## config.mk

```make
export PLATFORM = sky130hd
export DESIGN_NAME = scs_slave
export DESIGN_NICKNAME = d
export VERILOG_FILES = /design/src/core/scs_pkg.sv /design/src/core/scs_slave.sv
export VERILOG_INCLUDE_DIRS = /design/src /design/src/core
export SDC_FILE = /design/constraint.sdc
export NUM_CORES = 1
export LEC_CHECK = 0
export BUFFER_PORTS_ARGS = -buffer_cell sky130_fd_sc_hd__buf_4
export CAP_MARGIN = 20
export CORE_ASPECT_RATIO = 1.25
export CORE_MARGIN = 10
export CORE_UTILIZATION = 45
export DETAILED_ROUTE_END_ITERATION = 10
export PLACE_DENSITY = 0.66
export SKIP_CTS_REPAIR_TIMING = 1
export SYNTH_ARGS = -nofsm -noshare
export SYNTH_HDL_FRONTEND = slang
export SYNTH_SLANG_ARGS = --single-unit
```

## constraint.sdc

```tcl
create_clock -name clk -period 9.89 [get_ports clk]
set_input_delay 0.4945 -clock clk [delete_from_list [all_inputs] [get_ports clk]]
set_output_delay 0.4945 -clock clk [all_outputs]
set_load 0.05 [all_outputs]
```

## src/core/scs_defs.svh

```systemverilog
// What this block does
// - Serial management port acts only as slave
// - Master reads and writes every read/write register
// - Read-only and preloaded bytes writable from port
// - Clock and data lines are open-drain two-way
// - Three straps give address bits zero to two
// - Upper address bits fixed, range 0x68 to 0x6F
// - Bytes 8 to 11: writing one clears bit, zero keeps it
// - Sticky bytes survive ordinary reset, cleared by power-on
`ifndef SCS_DEFS_SVH
`define SCS_DEFS_SVH

`define SCS_ADDR_HI 4'hD
`define SCS_NUM_BYTES 16
`define SCS_REG_RST 8'h00
`define SCS_CLK_NS 50
`define SCS_STRETCH_NS 500
`define SCS_STRETCH_CYC ((`SCS_STRETCH_NS + `SCS_CLK_NS - 1) / `SCS_CLK_NS)

`endif

```

## src/core/scs_pkg.sv

```systemverilog
package scs_pkg;

	typedef enum {
		ST_IDLE, ST_ADDR, ST_ADDR_ACK, ST_OFFS, ST_OFFS_ACK,
		ST_WDATA, ST_WDATA_ACK, ST_STRETCH, ST_RDATA, ST_RACK
	} scs_state_t;

	typedef enum {
		BT_RW, BT_HWINIT, BT_W1C, BT_STICKY_W1C, BT_STICKY_RW, BT_STICKY_RO
	} scs_byte_type_t;

	typedef struct packed {
		logic scl_o;
		logic scl_oe_n;
		logic sda_o;
		logic sda_oe_n;
	} scs_pins_t;

	// Fixed access type of each byte of the register space
	function automatic scs_byte_type_t byte_type(input logic [3:0] idx);
		case (idx[3:1])
			3'h0, 3'h1: byte_type = BT_RW;
			3'h2, 3'h3: byte_type = BT_HWINIT;
			3'h4: byte_type = BT_W1C;
			3'h5: byte_type = BT_STICKY_W1C;
			3'h6: byte_type = BT_STICKY_RW;
			default: byte_type = BT_STICKY_RO;
		endcase
	endfunction

endpackage

```

## src/core/scs_slave.sv

```systemverilog
`timescale 1ns/1ps
`include "scs_defs.svh"

module scs_slave (
	input wire logic clk,
	input wire logic srst,
	input wire logic por_rst,
	input wire logic ce,
	input wire logic [2:0] addr_strap,
	input wire logic scl_i,
	input wire logic sda_i,
	input wire logic [31:0] clear_flag_set,
	output scs_pkg::scs_pins_t pins,
	output logic [`SCS_NUM_BYTES*8-1:0] cfg_bytes
);

	typedef struct packed {
		logic [1:0] scl_s;
		logic scl_p;
		logic [1:0] sda_s;
		logic sda_p;
		logic [5:0] strap_s;
		logic [2:0] addr_lo;
		scs_pkg::scs_state_t st;
		logic [3:0] bits;
		logic [7:0] sh;
		logic [7:0] offs;
		logic rnw;
		logic acked;
		logic [3:0] stretch;
		scs_pkg::scs_pins_t pins;
		logic [`SCS_NUM_BYTES-1:0][7:0] regs;
	} scs_core_t;

	localparam logic [3:0] STRETCH_CYC = 4'(`SCS_STRETCH_CYC);
	localparam logic [7:0] LAST_OFFS = 8'(`SCS_NUM_BYTES - 1);

	scs_core_t q;
	scs_core_t d;

	logic scl_now;
	logic sda_now;
	logic scl_rise;
	logic scl_fall;
	logic start_c;
	logic stop_c;
	logic [7:0] rd_byte;
	logic [7:0] rd_next;

	function automatic logic [7:0] read_at(input scs_core_t s,
		input logic [7:0] o);
		read_at = (o <= LAST_OFFS) ? s.regs[o[3:0]] : 8'h00;
	endfunction

	////////////////////////////////////////////////////////////////////
	// Line conditions from the second synchroniser stage on

	always_comb begin
		scl_now = q.scl_s[1];
		sda_now = q.sda_s[1];
		scl_rise = scl_now && !q.scl_p;
		scl_fall = !scl_now && q.scl_p;
		start_c = scl_now && q.scl_p && q.sda_p && !sda_now;
		stop_c = scl_now && q.scl_p && !q.sda_p && sda_now;
		rd_byte = read_at(q, q.offs);
		rd_next = read_at(q, q.offs + 8'h01);
	end

	////////////////////////////////////////////////////////////////////
	// Next state

	always_comb begin
		d = q;
		if (ce) begin
			d.scl_s = {q.scl_s[0], scl_i};
			d.sda_s = {q.sda_s[0], sda_i};
			d.strap_s = {d.strap_s[2:0], addr_strap};
			d.scl_s[1] = q.scl_s[0];
			d.sda_s[1] = q.sda_s[0];
			d.strap_s[5:3] = q.strap_s[2:0];
			d.scl_p = scl_now;
			d.sda_p = sda_now;
			if (scl_rise)
				d.bits = q.bits + 4'h1;
			if (start_c) begin
				d.st = scs_pkg::ST_ADDR;
				d.bits = 4'h0;
				d.pins.sda_oe_n = 1'b1;
			end else if (stop_c) begin
				d.st = scs_pkg::ST_IDLE;
				d.pins.sda_oe_n = 1'b1;
			end else begin
				case (q.st)
				scs_pkg::ST_IDLE: begin
					d.pins.sda_oe_n = 1'b1;
					d.pins.scl_oe_n = 1'b1;
				end
				scs_pkg::ST_ADDR, scs_pkg::ST_OFFS, scs_pkg::ST_WDATA: begin
					if (scl_rise)
						d.sh = {q.sh[6:0], sda_now};
					if (scl_fall && q.bits == 4'h8) begin
						d.bits = 4'h0;
						d.pins.sda_oe_n = 1'b0;
						if (q.st == scs_pkg::ST_ADDR) begin
							if (q.sh[7:1] == {`SCS_ADDR_HI, q.addr_lo}) begin
								d.rnw = q.sh[0];
								d.st = scs_pkg::ST_ADDR_ACK;
							end else begin
								d.pins.sda_oe_n = 1'b1;
								d.st = scs_pkg::ST_IDLE;
							end
						end else if (q.st == scs_pkg::ST_OFFS) begin
							d.offs = q.sh;
							d.st = scs_pkg::ST_OFFS_ACK;
						end else begin
							if (q.offs <= LAST_OFFS) begin
								case (scs_pkg::byte_type(q.offs[3:0]))
								scs_pkg::BT_W1C, scs_pkg::BT_STICKY_W1C:
									d.regs[q.offs[3:0]] =
										q.regs[q.offs[3:0]] & ~q.sh;
								default:
									d.regs[q.offs[3:0]] = q.sh;
								endcase
							end
							d.st = scs_pkg::ST_WDATA_ACK;
						end
					end
				end
				scs_pkg::ST_ADDR_ACK: begin
					if (scl_fall) begin
						d.bits = 4'h0;
						if (q.rnw) begin
							d.sh = rd_byte;
							d.pins.sda_oe_n = rd_byte[7];
							d.st = scs_pkg::ST_RDATA;
						end else begin
							d.pins.sda_oe_n = 1'b1;
							d.st = scs_pkg::ST_OFFS;
						end
					end
				end
				scs_pkg::ST_OFFS_ACK: begin
					if (scl_fall) begin
						d.bits = 4'h0;
						d.pins.sda_oe_n = 1'b1;
						d.st = scs_pkg::ST_WDATA;
					end
				end
				scs_pkg::ST_WDATA_ACK: begin
					if (scl_fall) begin
						d.bits = 4'h0;
						d.pins.sda_oe_n = 1'b1;
						d.offs = q.offs + 8'h01;
						d.pins.scl_oe_n = 1'b0;
						d.stretch = STRETCH_CYC;
						d.st = scs_pkg::ST_STRETCH;
					end
				end
				scs_pkg::ST_STRETCH: begin
					d.bits = 4'h0;
					if (q.stretch == 4'h1) begin
						d.pins.scl_oe_n = 1'b1;
						d.st = scs_pkg::ST_WDATA;
					end
					d.stretch = q.stretch - 4'h1;
				end
				scs_pkg::ST_RDATA: begin
					if (scl_fall) begin
						if (q.bits == 4'h8) begin
							d.bits = 4'h0;
							d.pins.sda_oe_n = 1'b1;
							d.st = scs_pkg::ST_RACK;
						end else begin
							d.sh = {q.sh[6:0], 1'b0};
							d.pins.sda_oe_n = q.sh[6];
						end
					end
				end
				scs_pkg::ST_RACK: begin
					if (scl_rise)
						d.acked = !sda_now;
					if (scl_fall) begin
						d.bits = 4'h0;
						if (q.acked) begin
							d.offs = q.offs + 8'h01;
							d.sh = rd_next;
							d.pins.sda_oe_n = rd_next[7];
							d.st = scs_pkg::ST_RDATA;
						end else begin
							d.st = scs_pkg::ST_IDLE;
						end
					end
				end
				default: d.st = scs_pkg::ST_IDLE;
				endcase
			end
			// Hardware events set clear-on-write bits; set beats clear
			for (int i = 0; i < 32; i++) begin
				if (clear_flag_set[i])
					d.regs[8 + i / 8][i % 8] = 1'b1;
			end
		end
		if (srst || por_rst) begin
			d.addr_lo = q.strap_s[5:3];
			d.st = scs_pkg::ST_IDLE;
			d.bits = 4'h0;
			d.sh = 8'h00;
			d.offs = 8'h00;
			d.rnw = 1'b0;
			d.acked = 1'b0;
			d.stretch = 4'h0;
			d.pins = '{scl_o: 1'b0, scl_oe_n: 1'b1, sda_o: 1'b0,
				sda_oe_n: 1'b1};
			for (int b = 0; b < `SCS_NUM_BYTES; b++) begin
				case (scs_pkg::byte_type(4'(b)))
				scs_pkg::BT_STICKY_W1C, scs_pkg::BT_STICKY_RW,
				scs_pkg::BT_STICKY_RO: begin
					if (por_rst)
						d.regs[b] = `SCS_REG_RST;
				end
				default: d.regs[b] = `SCS_REG_RST;
				endcase
			end
		end
	end

	////////////////////////////////////////////////////////////////////
	// State register

	always_ff @(posedge clk) begin
		q <= d;
	end

	always_comb begin
		pins = q.pins;
		cfg_bytes = q.regs;
	end

endmodule

```

==> results.txt <==
layout cells sized above 1 - 26.4%
setup TNS - 0 ns
first-pass GRT wire length - 55100 um
Sw Share - 25.7%
Overflow after GRT - 0
Clk network pwr share - 47.2%
drt pass-1 iters - 5
VDD IR max - 0.000107 V
most frequent cells in the layout - buf_4, dfxtp_1, nand2_1
M1 GR Usage - 28.6%
final instance count without filler cells - 1563
routability cong. - 0.898
Fmax - 254 MHz
max_cap viols - 0
final period demand of the worst path - 3.93 ns
commonest non-fill, non-tap cell in the layout - buf_4
Critical Path Max Stage Delay - 0.98 ns
diode count - 0
RSZ-0062 raised after global routing - no
Routed wire per std cell - 22.7 um
Clock transition at path regs - 0.07 ns
combinational share of power - 6.5%
clock buffer depth - 2
Relative slew margins - 26.1%
Crit path required time - 10.19 ns
pwr/cell area - 131 nW/um^2
hold crit path type - input pin to flip-flop
core region area - 24300 sq um
worst-skew pair later-pin latency - 0.45 ns
Starting Density - 45.3%
Pleak - 4.28 nW
CP max FO - 27
reg2reg start - q[160]
asr flop ratio synth - 0%
Worst Tran Pin Value - 1.11 ns
status - finished clean
row count - 64
crit path DAT - 4.24 ns
vias per cell - 6.15
post-synthesis cell count - 1234
sequential power share - 46.3%
Worst Min Path Start - scl_i
port buffer count - 170
HPWL reported at the end of detailed placement - 24900 um
initial antenna violation count - 0
Setup-failing EPs final - 0
fin nets - 1269
full die area - 31200 sq um
Seq cells post-synth - 175
Post-synth EDFFs - 15
slowest stage cell, crit path - or4_1
critical path launch point type - flip-flop
R2R setup slack - 5.96 ns
sequential share of the synthesized area - 33.1%
Total GRT Usage - 22.0%
worst-path cell chain - clkinv_1, or4_1, nor3_4, nand2_1, nor3_1, nor3_1
CTS tree - yes
Synth Warn # - 0
grt peak-use layer - met2
Die Ht - 195 um
Placed Instances - 1528
P_int - 1.19 mW
Die W - 160 um
pin count of the biggest net entering global routing - 98
CP Capture Type - flip-flop
vias - 9619
max-slew violations - 0
Post-route DRC - 0
Crit Path Class - flip-flop to flip-flop
io pins - 173
r2r worst-path depth - 6
Main synth FF type - dfxtp_1
1st-iter DRT viols - 1177
mapped cell area - 11000 sq um
Switch Pwr - 0.409 mW
Final Hold Viols - 0
r2r endpoint - cfg_bytes[97]
Num Clock Sinks - 175
Avg Inst Size Synth - 8.94 sq um
DRT Wirelength - 35500 um
clock skew after layout - 0.0119 ns
hold depth - 1
met3 usage - 5.47%
Netlist cell types - 68
H-tree depth - 4
vias in the first global route - 9156
met2 usage - 35.0%
buffer type at the clock tree root - clkbuf_16
CTS buffer count - 17
most used cell, CP - nor3_1
Area Growth Syn to Fin - 10.3%
fin crit share - 39.8%
Post-DRT Antenna Nets - 0
Hold Crit Endpoint - q[203]
[cells in the mapped netlist, types with 7 or more instances]
library cell,n,share of area [%]
a211oi_1,7,0.48
a21oi_1,120,5.4
a221oi_1,16,1.3
and2_1,9,0.51
buf_2,14,0.64
buf_4,132,9.0
clkbuf_1,72,2.4
dfxtp_1,160,29
edfxtp_1,15,4.1
ha_1,8,0.91
inv_1,38,1.3
mux2_2,8,0.82
mux2i_1,22,2.0
mux4_2,72,15
nand2_1,141,4.8
nand3_1,95,4.3
nor2_1,59,2.0
nor3_1,30,1.4
o211ai_1,11,0.75
o21a_1,17,1.2
o21ai_0,52,2.4
o31a_1,15,1.2
xnor2_1,8,0.64
[cell families (layout without fill, tap and decap cells)]
logic type / count (synthesis) / count (layout) / share of synthesized area, %
flops: 175 / 175 / 33.1
compound gates: 277 / 277 / 15.5
fa+ha+maj: 8 / 8 / 0.907
xor+xnor: 11 / 11 / 0.873
mux: 102 / 102 / 17.5
buf+inv: 266 / 264 / 14.0
simple gates: 394 / 394 / 18.0
other cells: 1 / 2 / 0.0340
[cell type report]
cell class / instances / area (sq um)
clock buffers: 18 / 450
clock inverters: 14 / 193
flip-flops and latches: 175 / 3660
multi-input cells: 794 / 5850
well taps: 330 / 413
inverters: 39 / 146
repair buffers: 193 / 1470
fillers: 2294 / 12200
[metrics by stage]
stage	power (mW)	hold WS [ns]	cell area (sq um)	util (%)	setup WS (ns)
2_1_floorplan	0.825	0.400	11000	-	5.98
4_1_cts	1.60	0.214	12100	49.8	6.04
5_1_grt	1.64	0.213	12200	50.0	5.74
3_3_place_gp	0.856	0.402	11500	47.2	6.15
6_report	1.59	0.224	12200	50.0	5.96
3_5_place_dp	0.857	0.405	11500	47.2	6.04
[power groups by stage]
stage          clock (mW)  sequential (mW)  combinational, mW
4_1_cts             0.755            0.739              0.103
5_1_grt             0.786            0.741              0.110
2_1_floorplan           0            0.749             0.0757
3_3_place_gp            0            0.755              0.101
3_5_place_dp            0            0.755              0.102
6_report            0.752            0.739              0.103
[critical path, delay by kind of cell, from the launching register on]
family / cells / cell delay (ns)
and+or+nand+nor: 5 / 2.54
buffers and inverters: 1 / 0.46
DFF: 1 / 0.77
[metal layers]
metal	wire, um	vias to the layer above	share of wire [%]
met5	0	-	0
met1	14200	4659	40
met2	16600	562	47
met3	3640	69	10
met4	1070	0	3.0
li1	-	4329	-
[sequential cells by signal, indices dropped and copies added, names as in the netlist]
name,count
q,45
cfg_bytes,128
pins,2
[worst max-delay path by stage]
stage	from	to	cells after the start
after floorplan	q[138]	pins[0]	13
after global placement	q[160]	cfg_bytes[97]	6
after detailed placement	q[160]	cfg_bytes[97]	6
after CTS	q[160]	cfg_bytes[97]	6
after global routing	q[160]	cfg_bytes[97]	6
final	q[160]	cfg_bytes[97]	6
No activity file was read; power rests on OpenSTA's default activity.
